--- src/common/gp_pin_pkg.sv ---
/*
 * Shared constants for the address-decoded general pin port: configuration
 * indices, field positions, reset values and pin function codes.
 * Assumes an 11-bit host I/O address and an 8-bit host data bus.
 */
`default_nettype none

package gp_pin_pkg;

    localparam int ADDR_W = 11;
    localparam int DATA_W = 8;

    // Host I/O addresses of the configuration port; arbitrary defaults.
    localparam logic [10:0] UNLOCK_PORT_ADDR = 11'h2E0;
    localparam logic [10:0] INDEX_PORT_ADDR  = 11'h2E1;
    localparam logic [10:0] DATA_PORT_ADDR   = 11'h2E2;

    localparam logic [7:0] UNLOCK_VALUE = 8'h89;

    localparam logic [7:0] IDX_GP0_ADDR_LOW  = 8'h10;
    localparam logic [7:0] IDX_GP0_ADDR_HIGH = 8'h11;
    localparam logic [7:0] IDX_GP1_ADDR_LOW  = 8'h12;
    localparam logic [7:0] IDX_GP1_ADDR_HIGH = 8'h13;
    localparam logic [7:0] IDX_GP0_PIN_CFG   = 8'h14;

    localparam logic [7:0] REG_RESET    = 8'h00;
    localparam logic [7:0] HIGH_WR_MASK = 8'hC7;

    localparam int HIGH_ADDR_MSB = 2;
    localparam int WIDTH_LSB     = 6;
    localparam int FUNC_LSB      = 5;
    localparam int POL_BIT       = 4;
    localparam int QUAL_RD_BIT   = 3;
    localparam int QUAL_WR_BIT   = 2;
    localparam int INV_TO_BIT    = 1;
    localparam int INV_FROM_BIT  = 0;

    localparam logic [2:0] FUNC_OFF   = 3'h0;
    localparam logic [2:0] FUNC_OUT   = 3'h1;
    localparam logic [2:0] FUNC_IN    = 3'h2;
    localparam logic [2:0] FUNC_BIDIR = 3'h3;

    typedef struct packed {
        logic [10:0] sa;
        logic        aen_n;
        logic        ior_n;
        logic        iow_n;
        logic [7:0]  sd;
        logic        pin;
    } bus_sample_t;

    localparam bus_sample_t SAMPLE_IDLE = '{sa: 11'h000, aen_n: 1'b1, ior_n: 1'b1,
                                            iow_n: 1'b1, sd: 8'h00, pin: 1'b0};

endpackage

`default_nettype wire

--- src/common/addr_match_if.sv ---
/*
 * Carries one address window (base, width code) and the live bus address
 * to a window matcher, and the hit back.
 * Assumes both ends sit on the same clock domain.
 */
`timescale 1ns/1ps
`default_nettype none

interface addr_match_if;
    logic [10:0] base;
    logic [10:0] addr;
    logic [1:0]  width;
    logic        hit;

    modport owner   (output base, output addr, output width, input hit);
    modport matcher (input base, input addr, input width, output hit);
endinterface

`default_nettype wire

--- src/rtl/addr_window_match.sv ---
/*
 * Compares a bus address with a programmed base, ignoring 0 to 3 low bits
 * so that windows of 1, 2, 4 or 8 bytes match.
 * Assumes the address is already synchronised to the local clock.
 */
`timescale 1ns/1ps
`default_nettype none

module addr_window_match
    import gp_pin_pkg::*;
(
    addr_match_if.matcher m
);

    logic [ADDR_W-1:0] mask;

    always_comb
    begin
        mask  = {ADDR_W{1'b1}} << m.width;
        m.hit = ((m.addr ^ m.base) & mask) == '0;
    end

endmodule

`default_nettype wire

--- src/rtl/isa_decoded_gp_pin_port.sv ---
/*
 * Address-decoded general pin port with its indexed configuration port.
 * Assumes asynchronous host strobes, resampled here through two flops, and
 * strobes held long enough for several clock cycles of sampling.
 */
// Overview of operation
// - Port zero low register holds address 7..0.
// - Port zero high bits 2..0 hold 10..8.
// - Port zero width code ignores 0..3 bits.
// - Port one low register holds address 7..0.
// - Port one high bits 2..0 hold 10..8.
// - Port one matches 1, 2, 4, 8 bytes.
// - Pin function: off, out, in, bidir, select.
// - Output mode drives written data bit to pin.
// - Input mode returns pin level on read.
// - Select asserts on address match when qualified.
// - Polarity bit picks low or high active.
// - Strobe bits: none, write, read, either.
// - Inversion bits for each data direction.
`timescale 1ns/1ps
`default_nettype none

module isa_decoded_gp_pin_port
    import gp_pin_pkg::*;
(
    // Clock and reset
    input  wire logic        clk_sys_i,
    input  wire logic        sys_rst_i,
    // Host bus
    input  wire logic [10:0] sa_i,
    input  wire logic        aen_n_i,
    input  wire logic        ior_n_i,
    input  wire logic        iow_n_i,
    input  wire logic [7:0]  sd_i,
    output var  logic [7:0]  sd_o,
    output var  logic [7:0]  sd_oe_o,
    // General pin zero
    input  wire logic        gp_pin_i,
    output var  logic        gp_pin_o,
    output var  logic        gp_pin_oe_o,
    // Port one decode
    output var  logic        port1_hit_o
);

    bus_sample_t s1_q, s1_d, s2_q, s2_d;

    logic        iow_prev_q, iow_prev_d;
    logic [10:0] wr_addr_q, wr_addr_d;
    logic [7:0]  wr_data_q, wr_data_d;
    logic        wr_aen_n_q, wr_aen_n_d;
    logic        unlocked_q, unlocked_d;
    logic [7:0]  index_q, index_d;
    logic [7:0]  gp0_addr_low_q, gp0_addr_low_d;
    logic [7:0]  gp0_addr_high_mode_q, gp0_addr_high_mode_d;
    logic [7:0]  gp1_addr_low_q, gp1_addr_low_d;
    logic [7:0]  gp1_addr_high_mode_q, gp1_addr_high_mode_d;
    logic [7:0]  gp0_pin_config_q, gp0_pin_config_d;
    logic        pin_data_q, pin_data_d;
    logic        pin_out_d, pin_oe_d, port1_hit_d;
    logic [7:0]  sd_out_d, sd_oe_d;

    logic        commit;
    logic        rd_cycle;
    logic        wr_cycle;
    logic        cs_now;
    logic [7:0]  reg_rd;
    logic [2:0]  pin0_function_select;

    addr_match_if m0 ();
    addr_match_if m1 ();

    assign m0.base  = {gp0_addr_high_mode_q[HIGH_ADDR_MSB:0], gp0_addr_low_q};
    assign m0.width = gp0_addr_high_mode_q[WIDTH_LSB+1:WIDTH_LSB];
    assign m0.addr  = s2_q.sa;
    assign m1.base  = {gp1_addr_high_mode_q[HIGH_ADDR_MSB:0], gp1_addr_low_q};
    assign m1.width = gp1_addr_high_mode_q[WIDTH_LSB+1:WIDTH_LSB];
    assign m1.addr  = s2_q.sa;

    addr_window_match u_match0 (.m(m0));
    addr_window_match u_match1 (.m(m1));

    assign pin0_function_select = gp0_pin_config_q[FUNC_LSB+2:FUNC_LSB];

    // Host pins are asynchronous, so nothing reads the first stage but the second.
    always_comb
    begin
        s1_d = '{sa: sa_i, aen_n: aen_n_i, ior_n: ior_n_i, iow_n: iow_n_i, sd: sd_i, pin: gp_pin_i};
        s2_d = s1_q;
    end

    always_comb
    begin
        unique case (index_q)
            IDX_GP0_ADDR_LOW:  reg_rd = gp0_addr_low_q;
            IDX_GP0_ADDR_HIGH: reg_rd = gp0_addr_high_mode_q;
            IDX_GP1_ADDR_LOW:  reg_rd = gp1_addr_low_q;
            IDX_GP1_ADDR_HIGH: reg_rd = gp1_addr_high_mode_q;
            IDX_GP0_PIN_CFG:   reg_rd = gp0_pin_config_q;
            default:           reg_rd = REG_RESET;
        endcase
    end

    always_comb
    begin
        iow_prev_d           = s2_q.iow_n;
        wr_addr_d            = wr_addr_q;
        wr_data_d            = wr_data_q;
        wr_aen_n_d           = wr_aen_n_q;
        unlocked_d           = unlocked_q;
        index_d              = index_q;
        gp0_addr_low_d       = gp0_addr_low_q;
        gp0_addr_high_mode_d = gp0_addr_high_mode_q;
        gp1_addr_low_d       = gp1_addr_low_q;
        gp1_addr_high_mode_d = gp1_addr_high_mode_q;
        gp0_pin_config_d     = gp0_pin_config_q;
        pin_data_d           = pin_data_q;
        sd_out_d             = 8'h00;
        sd_oe_d              = 8'h00;
        pin_out_d            = 1'b0;
        pin_oe_d             = 1'b0;
        port1_hit_d          = !s2_q.aen_n && m1.hit;

        // Address and data are held while the write strobe is low and used at its release.
        if (!s2_q.iow_n)
        begin
            wr_addr_d  = s2_q.sa;
            wr_data_d  = s2_q.sd;
            wr_aen_n_d = s2_q.aen_n;
        end
        commit = !iow_prev_q && s2_q.iow_n && !wr_aen_n_q;

        if (commit)
        begin
            if (wr_addr_q == UNLOCK_PORT_ADDR)
            begin
                unlocked_d = (wr_data_q == UNLOCK_VALUE);
            end
            else if (unlocked_q && wr_addr_q == INDEX_PORT_ADDR)
            begin
                index_d = wr_data_q;
            end
            else if (unlocked_q && wr_addr_q == DATA_PORT_ADDR)
            begin
                unique case (index_q)
                    IDX_GP0_ADDR_LOW:  gp0_addr_low_d       = wr_data_q;
                    IDX_GP0_ADDR_HIGH: gp0_addr_high_mode_d = wr_data_q & HIGH_WR_MASK;
                    IDX_GP1_ADDR_LOW:  gp1_addr_low_d       = wr_data_q;
                    IDX_GP1_ADDR_HIGH: gp1_addr_high_mode_d = wr_data_q & HIGH_WR_MASK;
                    IDX_GP0_PIN_CFG:   gp0_pin_config_d     = wr_data_q;
                    default:           gp0_pin_config_d     = gp0_pin_config_q;
                endcase
            end
        end

        rd_cycle = !s2_q.aen_n && !s2_q.ior_n;
        wr_cycle = !s2_q.aen_n && !s2_q.iow_n && m0.hit;

        // Configuration port reads take precedence over the pin window.
        if (rd_cycle && unlocked_q && s2_q.sa == INDEX_PORT_ADDR)
        begin
            sd_out_d = index_q;
            sd_oe_d  = 8'hFF;
        end
        else if (rd_cycle && unlocked_q && s2_q.sa == DATA_PORT_ADDR)
        begin
            sd_out_d = reg_rd;
            sd_oe_d  = 8'hFF;
        end
        else if (rd_cycle && m0.hit && (pin0_function_select == FUNC_IN || pin0_function_select == FUNC_BIDIR))
        begin
            sd_out_d = {7'h00, s2_q.pin ^ gp0_pin_config_q[INV_FROM_BIT]};
            sd_oe_d  = 8'h01;
        end

        if (wr_cycle && (pin0_function_select == FUNC_OUT || pin0_function_select == FUNC_BIDIR))
        begin
            pin_data_d = s2_q.sd[0] ^ gp0_pin_config_q[INV_TO_BIT];
        end

        unique case ({gp0_pin_config_q[QUAL_RD_BIT], gp0_pin_config_q[QUAL_WR_BIT]})
            2'b00: cs_now = !s2_q.aen_n && m0.hit;
            2'b01: cs_now = !s2_q.aen_n && m0.hit && !s2_q.iow_n;
            2'b10: cs_now = !s2_q.aen_n && m0.hit && !s2_q.ior_n;
            2'b11: cs_now = !s2_q.aen_n && m0.hit && (!s2_q.ior_n || !s2_q.iow_n);
        endcase

        if (pin0_function_select[2])
        begin
            pin_oe_d  = 1'b1;
            pin_out_d = cs_now ~^ gp0_pin_config_q[POL_BIT];
        end
        else
        begin
            unique case (pin0_function_select)
                FUNC_OUT:
                begin
                    pin_oe_d  = 1'b1;
                    pin_out_d = pin_data_d;
                end
                FUNC_BIDIR:
                begin
                    pin_oe_d  = wr_cycle;
                    pin_out_d = pin_data_d;
                end
                default:
                begin
                    pin_oe_d  = 1'b0;
                    pin_out_d = 1'b0;
                end
            endcase
        end
    end

    always_ff @(posedge clk_sys_i)
    begin
        if (sys_rst_i)
        begin
            s1_q                 <= SAMPLE_IDLE;
            s2_q                 <= SAMPLE_IDLE;
            iow_prev_q           <= 1'b1;
            wr_addr_q            <= 11'h000;
            wr_data_q            <= REG_RESET;
            wr_aen_n_q           <= 1'b1;
            unlocked_q           <= 1'b0;
            index_q              <= REG_RESET;
            gp0_addr_low_q       <= REG_RESET;
            gp0_addr_high_mode_q <= REG_RESET;
            gp1_addr_low_q       <= REG_RESET;
            gp1_addr_high_mode_q <= REG_RESET;
            gp0_pin_config_q     <= REG_RESET;
            pin_data_q           <= 1'b0;
            gp_pin_o             <= 1'b0;
            gp_pin_oe_o          <= 1'b0;
            sd_o                 <= 8'h00;
            sd_oe_o              <= 8'h00;
            port1_hit_o          <= 1'b0;
        end
        else
        begin
            s1_q                 <= s1_d;
            s2_q                 <= s2_d;
            iow_prev_q           <= iow_prev_d;
            wr_addr_q            <= wr_addr_d;
            wr_data_q            <= wr_data_d;
            wr_aen_n_q           <= wr_aen_n_d;
            unlocked_q           <= unlocked_d;
            index_q              <= index_d;
            gp0_addr_low_q       <= gp0_addr_low_d;
            gp0_addr_high_mode_q <= gp0_addr_high_mode_d;
            gp1_addr_low_q       <= gp1_addr_low_d;
            gp1_addr_high_mode_q <= gp1_addr_high_mode_d;
            gp0_pin_config_q     <= gp0_pin_config_d;
            pin_data_q           <= pin_data_d;
            gp_pin_o             <= pin_out_d;
            gp_pin_oe_o          <= pin_oe_d;
            sd_o                 <= sd_out_d;
            sd_oe_o              <= sd_oe_d;
            port1_hit_o          <= port1_hit_d;
        end
    end
endmodule

`default_nettype wire

--- config.mk ---
export PLATFORM = sky130hd
export DESIGN_NAME = isa_decoded_gp_pin_port
export DESIGN_NICKNAME = d
export VERILOG_FILES = /design/src/common/gp_pin_pkg.sv /design/src/common/addr_match_if.sv /design/src/rtl/addr_window_match.sv /design/src/rtl/isa_decoded_gp_pin_port.sv
export SDC_FILE = /design/constraint.sdc
export NUM_CORES = 1
export LEC_CHECK = 0
export BUFFER_PORTS_ARGS = -buffer_cell sky130_fd_sc_hd__buf_2
export CORE_MARGIN = 1
export CORE_UTILIZATION = 30
export DETAILED_ROUTE_END_ITERATION = 16
export GPL_TIMING_DRIVEN = 0
export HOLD_SLACK_MARGIN = 0.15
export PLACE_DENSITY = 0.46
export SYNTH_ARGS = -nofsm -noshare
export SYNTH_HDL_FRONTEND = slang
export SYNTH_SLANG_ARGS = --single-unit
export TNS_END_PERCENT = 30
--- constraint.sdc ---
create_clock -name clk_sys_i -period 5.1 [get_ports clk_sys_i]
set_input_delay 0.51 -clock clk_sys_i [delete_from_list [all_inputs] [get_ports clk_sys_i]]
set_output_delay 0.51 -clock clk_sys_i [all_outputs]
set_load 0.1 [all_outputs]
[Word-level counts from Yosys, hierarchy flattened]
Cells that the tools add are included.
W data, S select, Z words.
Cells by class
  eq/ne operators: 17
  shifts and indexed selects: 2
  muxes and demuxes: 13
  bitwise gates (word level): 9
  reduce and logical (&&, ||, !) cells: 37
Operators by type and width (count)
  $eq A11 B10 Y1 const B: 5
  $eq A8 B5 Y1 const B: 5
  $pmux W8 S5: 1
  $mux W8: 4
  $reduce_and A5 Y1: 5
  $and A11 B11 Y11: 2
  $logic_not A11 Y1: 2
  $shl A11 B2 Y11 const A: 2
  $xor A11 B11 Y11: 2
  $logic_and A1 B1 Y1: 18
  $eq A8 B8 Y1 const B: 1
  $eq A3 B2 Y1 const B: 2
  $mux W1: 6
  $logic_not A1 Y1: 5
  $eq A2 B2 Y1 const B: 2
  $pmux W1 S4: 1
  $eq A3 B1 Y1 const B: 1
  $logic_or A1 B1 Y1: 3
  $reduce_and A3 Y1: 1
  $eq A2 B1 Y1 const B: 1
  $logic_not A2 Y1: 1
  $not A1 Y1: 2
  $pmux W1 S2: 1
  $reduce_and A2 Y1: 1
  3 further kinds: 4
Storage, ports and cells
  bits in registers: 130
  bits of input ports: 25
  output and inout bits: 19
  logic and storage cells: 107

[Depth between registers and ports, before layout]
Gate-level depths: netlist of run 1.
  depth after elaboration: 8
  depth in mapped cells: 7

[Modules after synthesis]
From an unflattened synthesis of run 1, not the netlist that was laid out.
Unflattened totals
  cell total of the unflattened synthesis: 512
  area, all modules: 4998.5 µm²
Modules (own cells, without submodules)
  isa_decoded_gp_pin_port: times used 1, cells an instance 476, area an instance 4723.3 µm², seq. area each 2482.4 µm²
  addr_window_match: times used 2, cells an instance 18, area an instance 137.6 µm², seq. area each 0.0 µm²

[Worst setup path before layout of run 1]
OpenSTA, ideal clock, no wires.
  kind: register to register
  start point: register s2_q (netlist bit m0.addr[2])
  end point: register gp_pin_o
  library setup time: 0.127 ns
  arrival: 1.995 ns
  required time: 4.973 ns
  setup slack: 2.978 ns
  stages on the path, launching flop included: 6
  path buffers: 0
  cells stage by stage: dfxtp_1 -> xor2_1 -> a211o_1 -> or4_4 -> o311a_1 -> or3b_1
Between the ends
  longest elaborated chain between the ends: 8
  elaborated cells on any way between the ends: 14
  those cells by class: mux: 4; bitwise: 3; reduce/logical: 7
Ends and longest elaborated chain
  start, declared: RTL line isa_decoded_gp_pin_port.sv:45  | bus_sample_t s1_q, s1_d, s2_q, s2_d;
  start signal, assigned: RTL line isa_decoded_gp_pin_port.sv:219  | s2_q <= SAMPLE_IDLE;
  start signal, assigned: RTL line isa_decoded_gp_pin_port.sv:241  | s2_q <= s2_d;
  $xor A11 B11 Y11 (*): RTL line addr_window_match.sv:20  | m.hit = ((m.addr ^ m.base) & mask) == '0;
  $and A11 B11 Y11 (*): RTL line addr_window_match.sv:20
  $logic_not A11 Y1 (*): RTL line addr_window_match.sv:20
  $logic_and A1 B1 Y1, on equally long branches (2 in a row)
  $pmux W1 S4 or $mux W1 (tied branches): RTL line isa_decoded_gp_pin_port.sv:180, isa_decoded_gp_pin_port.sv:175
  $xnor A1 B1 Y1 or $mux W1 (tied branches): RTL line isa_decoded_gp_pin_port.sv:190, isa_decoded_gp_pin_port.sv:194
  $mux W1 (*): RTL line isa_decoded_gp_pin_port.sv:187  | if (pin0_function_select[2])
  end signal, assigned: RTL line isa_decoded_gp_pin_port.sv:254  | gp_pin_o <= pin_out_d;
  end, declared: RTL line isa_decoded_gp_pin_port.sv:39  | output var logic gp_pin_o,
Mark *: on every way between the ends. The rest lies on a longest branch, timed or not.
A chain may end at the register's enable or synchronous reset.

[Worst setup path in the final report of run 1]
  start point: register gp0_addr_low_q[2]
  end point: register gp_pin_o
Between the ends
  longest elaborated chain between the ends: 8
  elaborated cells on any way between the ends: 14
  those cells by class: mux: 4; bitwise: 3; reduce/logical: 7
Ends and longest elaborated chain
  start, declared: RTL line isa_decoded_gp_pin_port.sv:53  | logic [7:0] gp0_addr_low_q, gp0_addr_low_d;
  start signal, assigned: RTL line isa_decoded_gp_pin_port.sv:248  | gp0_addr_low_q <= gp0_addr_low_d;
  $xor A11 B11 Y11 (*): RTL line addr_window_match.sv:20
  $and A11 B11 Y11 (*): RTL line addr_window_match.sv:20
  $logic_not A11 Y1 (*): RTL line addr_window_match.sv:20
  $logic_and A1 B1 Y1, on equally long branches (2 in a row)
  $pmux W1 S4 or $mux W1 (tied branches): RTL line isa_decoded_gp_pin_port.sv:180, isa_decoded_gp_pin_port.sv:175
  $xnor A1 B1 Y1 or $mux W1 (tied branches): RTL line isa_decoded_gp_pin_port.sv:190, isa_decoded_gp_pin_port.sv:194
  $mux W1 (*): RTL line isa_decoded_gp_pin_port.sv:187
Marks and branches as above.

==> flow_summary.toml, run 1 <==
[run_status]
outcome = "finished clean"

[timing]
fin_tns_setup_ns = 0
setup_violations = 0
whs_ns = 0.269
clock_skew_ns = 0.00661
grt_setup_unrepaired = "no"
worst_slew_margin_rel = 0.313
final_min_period_over_clock_period = 0.466
post-route-min-period_ns = 2.37
worst_pin_slew_ns = 1.02
timing_hold_violations_final = 0
final_max_slew_viol_count = 0
fmax_mhz = 421

[drt]
vias = 3585
first_pass_iters = 4
wirelength_met1_um = 5840
detail_route.wirelength_um = 12900
wl_met3_um = 809
drt.antenna.violating_nets = 0
vias_per_cell = 4.66
detail_route.iter0.violations = 210
routed.top_layer = "met4"
drc = 0
met2WireLength_um = 5900
drt-wirelength-per-cell_um = 16.7

[cells_and_area]
multi_input_comb_area_sq_mm = 0.00222
finish.net_count = 566
layout.cell_area.non_filler_sq_mm = 0.00593
drive_gt1_frac = 0.171
non_filler_instance_count_after_layout = 770
n_antenna_cell = 0
fillers = 1562
seq_area_sq_mm = 0.00248
area_growth_syn_to_layout_pct = 22.0

[floorplanning]
die_h_um = 129
std_cell_rows = 46
core_area_sq_mm = 0.0158
boundaryPins = 44
initial_core_util = 0.307
die_area_sq_mm = 0.0167
dieWidth_um = 129

[setup_path]
worst_reg_to_reg_setup_slack_ns = 2.73
critical_path.cell_chain = "xor2_1, a211o_1, nor4_1, a2111oi_0, or3b_1"
data_required_time_of_the_worst_path_ns = 5.39
worst_ep_arrival_time_ns = 2.67
timing.critical_path.from_type = "register"
r2r.worst_path.cells = 5
critPathSlowestCell = "nor4_1"
critical_path.reg2reg.endpoint = "gp_pin_o"
crit-reg2reg-launch = "gp0_addr_low_q[2]"
critical-path-max-stage-delay_ns = 0.68
end_kind = "register"
path_class = "reg2reg"
worstPathMaxFanout = 5

[synth]
synth_top_cells_by_area = "dfxtp_1 51%, mux2i_1 14%, nor2b_1 6.1%"
synth-simple-area-share = 0.208
syn_inst = 479
synth_compound_area_frac = 0.0670
synthDistinctLibCells = 49
ys_async_sr_fraction = 0
synthesized_nets = 504
synth_area_per_cell_sq_um = 10.1
synth_edf_count = 0
share_of_yosys_cell_area_claimed_by_the_top_area_cell_type = 0.511
yosys_warnings = 0
yosys.area.top_type = "dfxtp_1"
synth_sequential_area_ratio = 0.511
ys_seq_elements = 124
dominant_combinational_cell_family_by_area_after_synthesis = "simple AND/OR/NAND/NOR gates"
synth_xor_area_frac = 0.0433
yosys_most_used_dff = "dfxtp_1"
post_synth_mux_area_share = 0.138
synth_fa_ha_area_frac = 0
synth.cell_area_sq_mm = 0.00486

[global_routing]
antenna_found_initial = 0
grt_pass1_vias = 3541
globalRoute.totalOverflow = 0
maximum_number_of_pins_on_one_net_before_global_route_repair = 17
grt_first_pass_wirelength_um = 19800
track_usage = 0.166

[power]
power.ir.vdd_worst_mv = 0.231
cellLeakagePower_nw = 2.54
power.density_mw_per_mm2 = 379

[min_path]
worstHoldPathType = "in2reg"
hold_path.startpoint = "ior_n_i"
worst_hold_path.endpoint = "s1_q[10]"
worst_hold_stages = 2

[clock_tree]
clk_path_buf_depth = 2
htreeDepth = 4
post-cts-setup-buffers = 0
tritoncts.num_buffers = 17
clock_insertion_delay_worst_skew_ns = 0.42
cts_repair_resize_count = 0
cts.hold.buffers_added = 0
clkTransAtPathRegs_ns = 0.06
cts_root_buffer = "clkbuf_16"
tritoncts = "yes"
cts.sink_count = 124

[placed_design]
place_hpwl_um = 9500
gp_congestion = 0.863
numPlacedInstances = 738
number_of_input_and_output_port_buffers_inserted = 43
placed_area_sq_mm = 0.00534

[run]
maxCapViolations = 0
[cell usage after synthesis, drive strengths merged, types with 2 or more instances]
| cell type | count |
|---|---|
| nor3 | 6 |
| xnor2 | 11 |
| buf | 14 |
| o41ai | 2 |
| o21ai | 9 |
| xor2 | 13 |
| nand4 | 6 |
| nor4b | 7 |
| a22oi | 12 |
| o22ai | 5 |
| nand3 | 4 |
| inv | 5 |
| dfxtp | 124 |
| nand2b | 2 |
| or2 | 9 |
| and4b | 3 |
| o21bai | 2 |
| a211o | 2 |
| mux2i | 67 |
| nor2b | 47 |
| a22o | 3 |
| nor4 | 4 |
| clkbuf | 16 |
| a21oi | 5 |
| or3 | 2 |
| nand2 | 11 |
| nor2 | 69 |
| nor4bb | 3 |
[flip-flops by register name, summed over array words and instances, names as in the netlist, 2 cells and up]
name,flops
m0.addr,11
index_q,8
s2_q,11
s1_q,23
gp0_pin_config_q,8
sd_oe_o,2
wr_addr_q,11
gp1_addr_high_mode_q,5
sd_o,8
gp0_addr_high_mode_q,5
gp0_addr_low_q,8
gp1_addr_low_q,8
wr_data_q,8
[worst max-delay path: cells and delay by family (launching register included)]
family | cells | cell delay, ns
simple gates | 2 | 1.09
compound gates | 2 | 0.61
flops | 1 | 0.36
xor+xnor | 1 | 0.18
[where the power goes]
part | total (mW) | internal, mW | leakage (nW) | switching, mW
logic | 0.0668 | 0.0291 | 1.25 | 0.0376
clock network | 1.18 | 0.734 | 0.280 | 0.444
registers | 1.00 | 0.989 | 1.01 | 0.0144
total | 2.25 | 1.75 | 2.54 | 0.497
[cells by family (layout without fill, tap and decap cells)]
kind of cell    count (synthesis)  in the layout
simple gates                  182            182
mux                            67             67
buf+inv                        35            110
xor+xnor                       24             24
flops                         124            124
compound gates                 47             47
[how the worst max path moves through the flow]
stage                           start           to  slack (ns)
finish              gp0_addr_low_q[2]     gp_pin_o        2.73
global placement            sys_rst_i  gp_pin_oe_o        2.64
CTS                        m0.addr[2]     gp_pin_o        2.73
detailed placement          sys_rst_i  gp_pin_oe_o        2.63
floorplan                  m0.addr[2]     gp_pin_o        2.98
global route               iow_prev_d   index_q[4]        2.54
[per-stage QoR]
stage / power [mW] / setup WS [ns] / util
CTS: 2.28 / 2.73 / 0.374
floorplan: 1.06 / 2.98 / -
global placement: 1.09 / 2.64 / 0.338
global route: 2.33 / 2.54 / 0.374
finish: 2.25 / 2.73 / 0.374
detailed placement: 1.09 / 2.63 / 0.338
[per-layer routing]
layer | GRT usage | vias up
li1 | - | 1780
met1 | 0.203 | 1676
met2 | 0.258 | 103
met3 | 0.0574 | 26
met4 | 0.0900 | 0
met5 | 0 | -
[area by class of cell]
cell class / instances / area share
Timing Repair Buffer: 43 / 0.0363
Tap cell: 216 / 0.0456
Inverter: 5 / 0.00317
Buffer: 30 / 0.0232
Clock buffer: 19 / 0.0747
Clock inverter: 13 / 0.0239
Sequential cell: 124 / 0.419
Multi-Input combinational cell: 320 / 0.374
[layout by cell type (no fill, tap or decap), drive strengths merged, types with 3 or more instances in the layout]
master	instances
or2	9
nand4	6
nor2	69
nand3	4
a22o	3
o22ai	5
xor2	13
clkbuf	35
o21ai	9
nor4	4
and4b	3
nand2	11
mux2i	67
dfxtp	124
clkinvlp	3
a22oi	12
nor3	6
nor2b	47
clkinv	5
nor4bb	3
nor4b	7
a21oi	5
xnor2	11
buf	57
inv	8
Note: power is estimated with default switching activity, not from simulation.
==> run 2: changes to the inputs <==
- PLACE_DENSITY: 0.46 -> 0.48
- clock period: 5.1 -> 2 ns (I/O delays scaled with it)
==> flow_summary.toml, run 2 (synthesis gave the netlist of run 1 again) <==
[drt]
drt.antenna.violating_nets = 0
detail_route.wirelength_um = 13000
first_pass_iters = 4
detail_route.iter0.violations = 203
drc = 0
vias = 3698
drt-wirelength-per-cell_um = 16.2
vias_per_cell = 4.62

[clock_tree]
clk_path_buf_depth = 2
cts_root_buffer = "clkbuf_16"
cts.sink_count = 124
clkTransAtPathRegs_ns = 0.06
tritoncts = "yes"
clock_insertion_delay_worst_skew_ns = 0.42
tritoncts.num_buffers = 17
htreeDepth = 4

[placed_design]
gp_congestion = 0.865
number_of_input_and_output_port_buffers_inserted = 43
place_hpwl_um = 9220
dpl_worst_slack_ns = -0.350
placed_area_sq_mm = 0.00535

[timing]
final_max_slew_viol_count = 0
setup_violations = 1
fmax_mhz = 463
final.setup.worst_slack_ns = -0.160
grt_setup_unrepaired = "yes"
timing_hold_violations_final = 0
clock_skew_ns = 0.0100
worst_pin_slew_ns = 0.687
worst_slew_margin_rel = 0.542
post-route-min-period_ns = 2.16
final_min_period_over_clock_period = 1.08

[cells_and_area]
largest_reg_flops = 23
n_antenna_cell = 0
reg_with_most_ffs = "s1_q"
layout.cells.most_common_list = "108 x dfxtp_1, 67 x nor2_1, 67 x mux2i_1, 47 x nor2b_1, 44 x buf_2"
mostFrequentLayoutCell = "dfxtp_1"
layout.cell_area.non_filler_sq_mm = 0.00637
fillers = 1568
drive_gt1_frac = 0.227
multi_input_comb_area_sq_mm = 0.00232
seq_area_sq_mm = 0.00250
finish.net_count = 597
area_growth_syn_to_layout_pct = 31.2

[global_routing]
grt_first_pass_wirelength_um = 20200
maximum_number_of_pins_on_one_net_before_global_route_repair = 17
track_usage = 0.167
grt_pass1_vias = 3664
antenna_found_initial = 0
globalRoute.totalOverflow = 0

[setup_path]
worstPathMaxFanout = 4
worst_ep_arrival_time_ns = 2.45
critical_path.startpoint = "m0.addr[9]"
r2r.worst_path.cells = 5
critPathCapture = "gp_pin_o"
critical_path.reg2reg.endpoint = "gp_pin_o"
data_required_time_of_the_worst_path_ns = 2.29
timing.critical_path.from_type = "register"
end_kind = "register"
worst_reg_to_reg_setup_slack_ns = -0.16
crit-reg2reg-launch = "m0.addr[9]"
path_class = "reg2reg"

[floorplanning]
die_h_um = 129
initial_core_util = 0.307
std_cell_rows = 46
dieWidth_um = 129
die_area_sq_mm = 0.0167
core_area_sq_mm = 0.0158
boundaryPins = 44

[power]
power.ir.vdd_worst_mv = 0.782
cellLeakagePower_nw = 2.70
power.density_mw_per_mm2 = 899

[run]
maxCapViolations = 0

[run_status]
outcome = "finished, violations left"
violations = "negative setup slack"

[min_path]
worstHoldPathType = "in2reg"
-- run 2: changes by cell type in the layout (fill, tap and decap cells not counted), sizes merged --
cell / change
clkbuf: -1
clkinv: +2
inv: -2
dlygate4sd3: +23
buf: +10
bufinv: -1
-- run 2: layer usage --
layer	global-route usage	wire length, um
met1	0.203	5840
met2	0.270	6180
met3	0.0537	654
met4	0.0692	279
met5	0	0
-- run 2: what timing repair did --
item                                    in CTS  in global routing
setup buffers                                6                  3
gates resized for setup                     19                 19
hold endpoints to repair                    23                  0
endpoints found under the setup margin      52                 33
pin swaps                                    4                  7
hold buffers                                23                  0
cloned                                       0                  0
-- run 2: worst min path at each step --
stage | startpoint | end | cells past startpoint
after detailed placement | ior_n_i | s1_q[10] | 2
after global placement | aen_n_i | s1_q[11] | 2
after global routing | sys_rst_i | sd_o[5] | 3
after CTS | sys_rst_i | gp_pin_o | 4
after floorplan | ior_n_i | s1_q[10] | 1
final | sys_rst_i | sd_o[5] | 3
-- run 2: stage by stage --
step,utilization,setup TNS [ns],instances,total power [mW],hold slack [ns]
2_1_floorplan,-,-0.00277,479,2.71,0.304
3_3_place_gp,0.338,-9.49,738,2.78,0.386
3_5_place_dp,0.338,-10.30,738,2.78,0.387
4_1_cts,0.398,-0.205,799,5.78,0.285
5_1_grt,0.403,-0.423,801,5.93,0.255
6_report,0.403,-0.160,801,5.73,0.257
-- run 2: area by class of cell --
class | instances | share of cell area
clock buffers | 20 | 0.0732
plain buffers | 29 | 0.0226
clock inverters | 12 | 0.0181
inverters | 5 | 0.00295
repair buffers | 75 | 0.0844
flip-flops and latches | 124 | 0.393
well taps | 216 | 0.0424
multi-input cells | 320 | 0.364
-- run 2: where the power goes --
| group | internal [mW] | switching (mW) | leakage [nW] | total, mW |
|---|---|---|---|---|
| registers | 2.52 | 0.0400 | 1.02 | 2.56 |
| logic | 0.114 | 0.104 | 1.41 | 0.218 |
| clock network | 1.81 | 1.13 | 0.279 | 2.95 |
-- run 2: worst max-delay path: stages (launching register included) --
cell and delay, ns:
dfxtp_2 0.35, xor2_1 0.15, a211o_1 0.33, or4_4 0.54, o311a_1 0.31, or3b_1 0.35
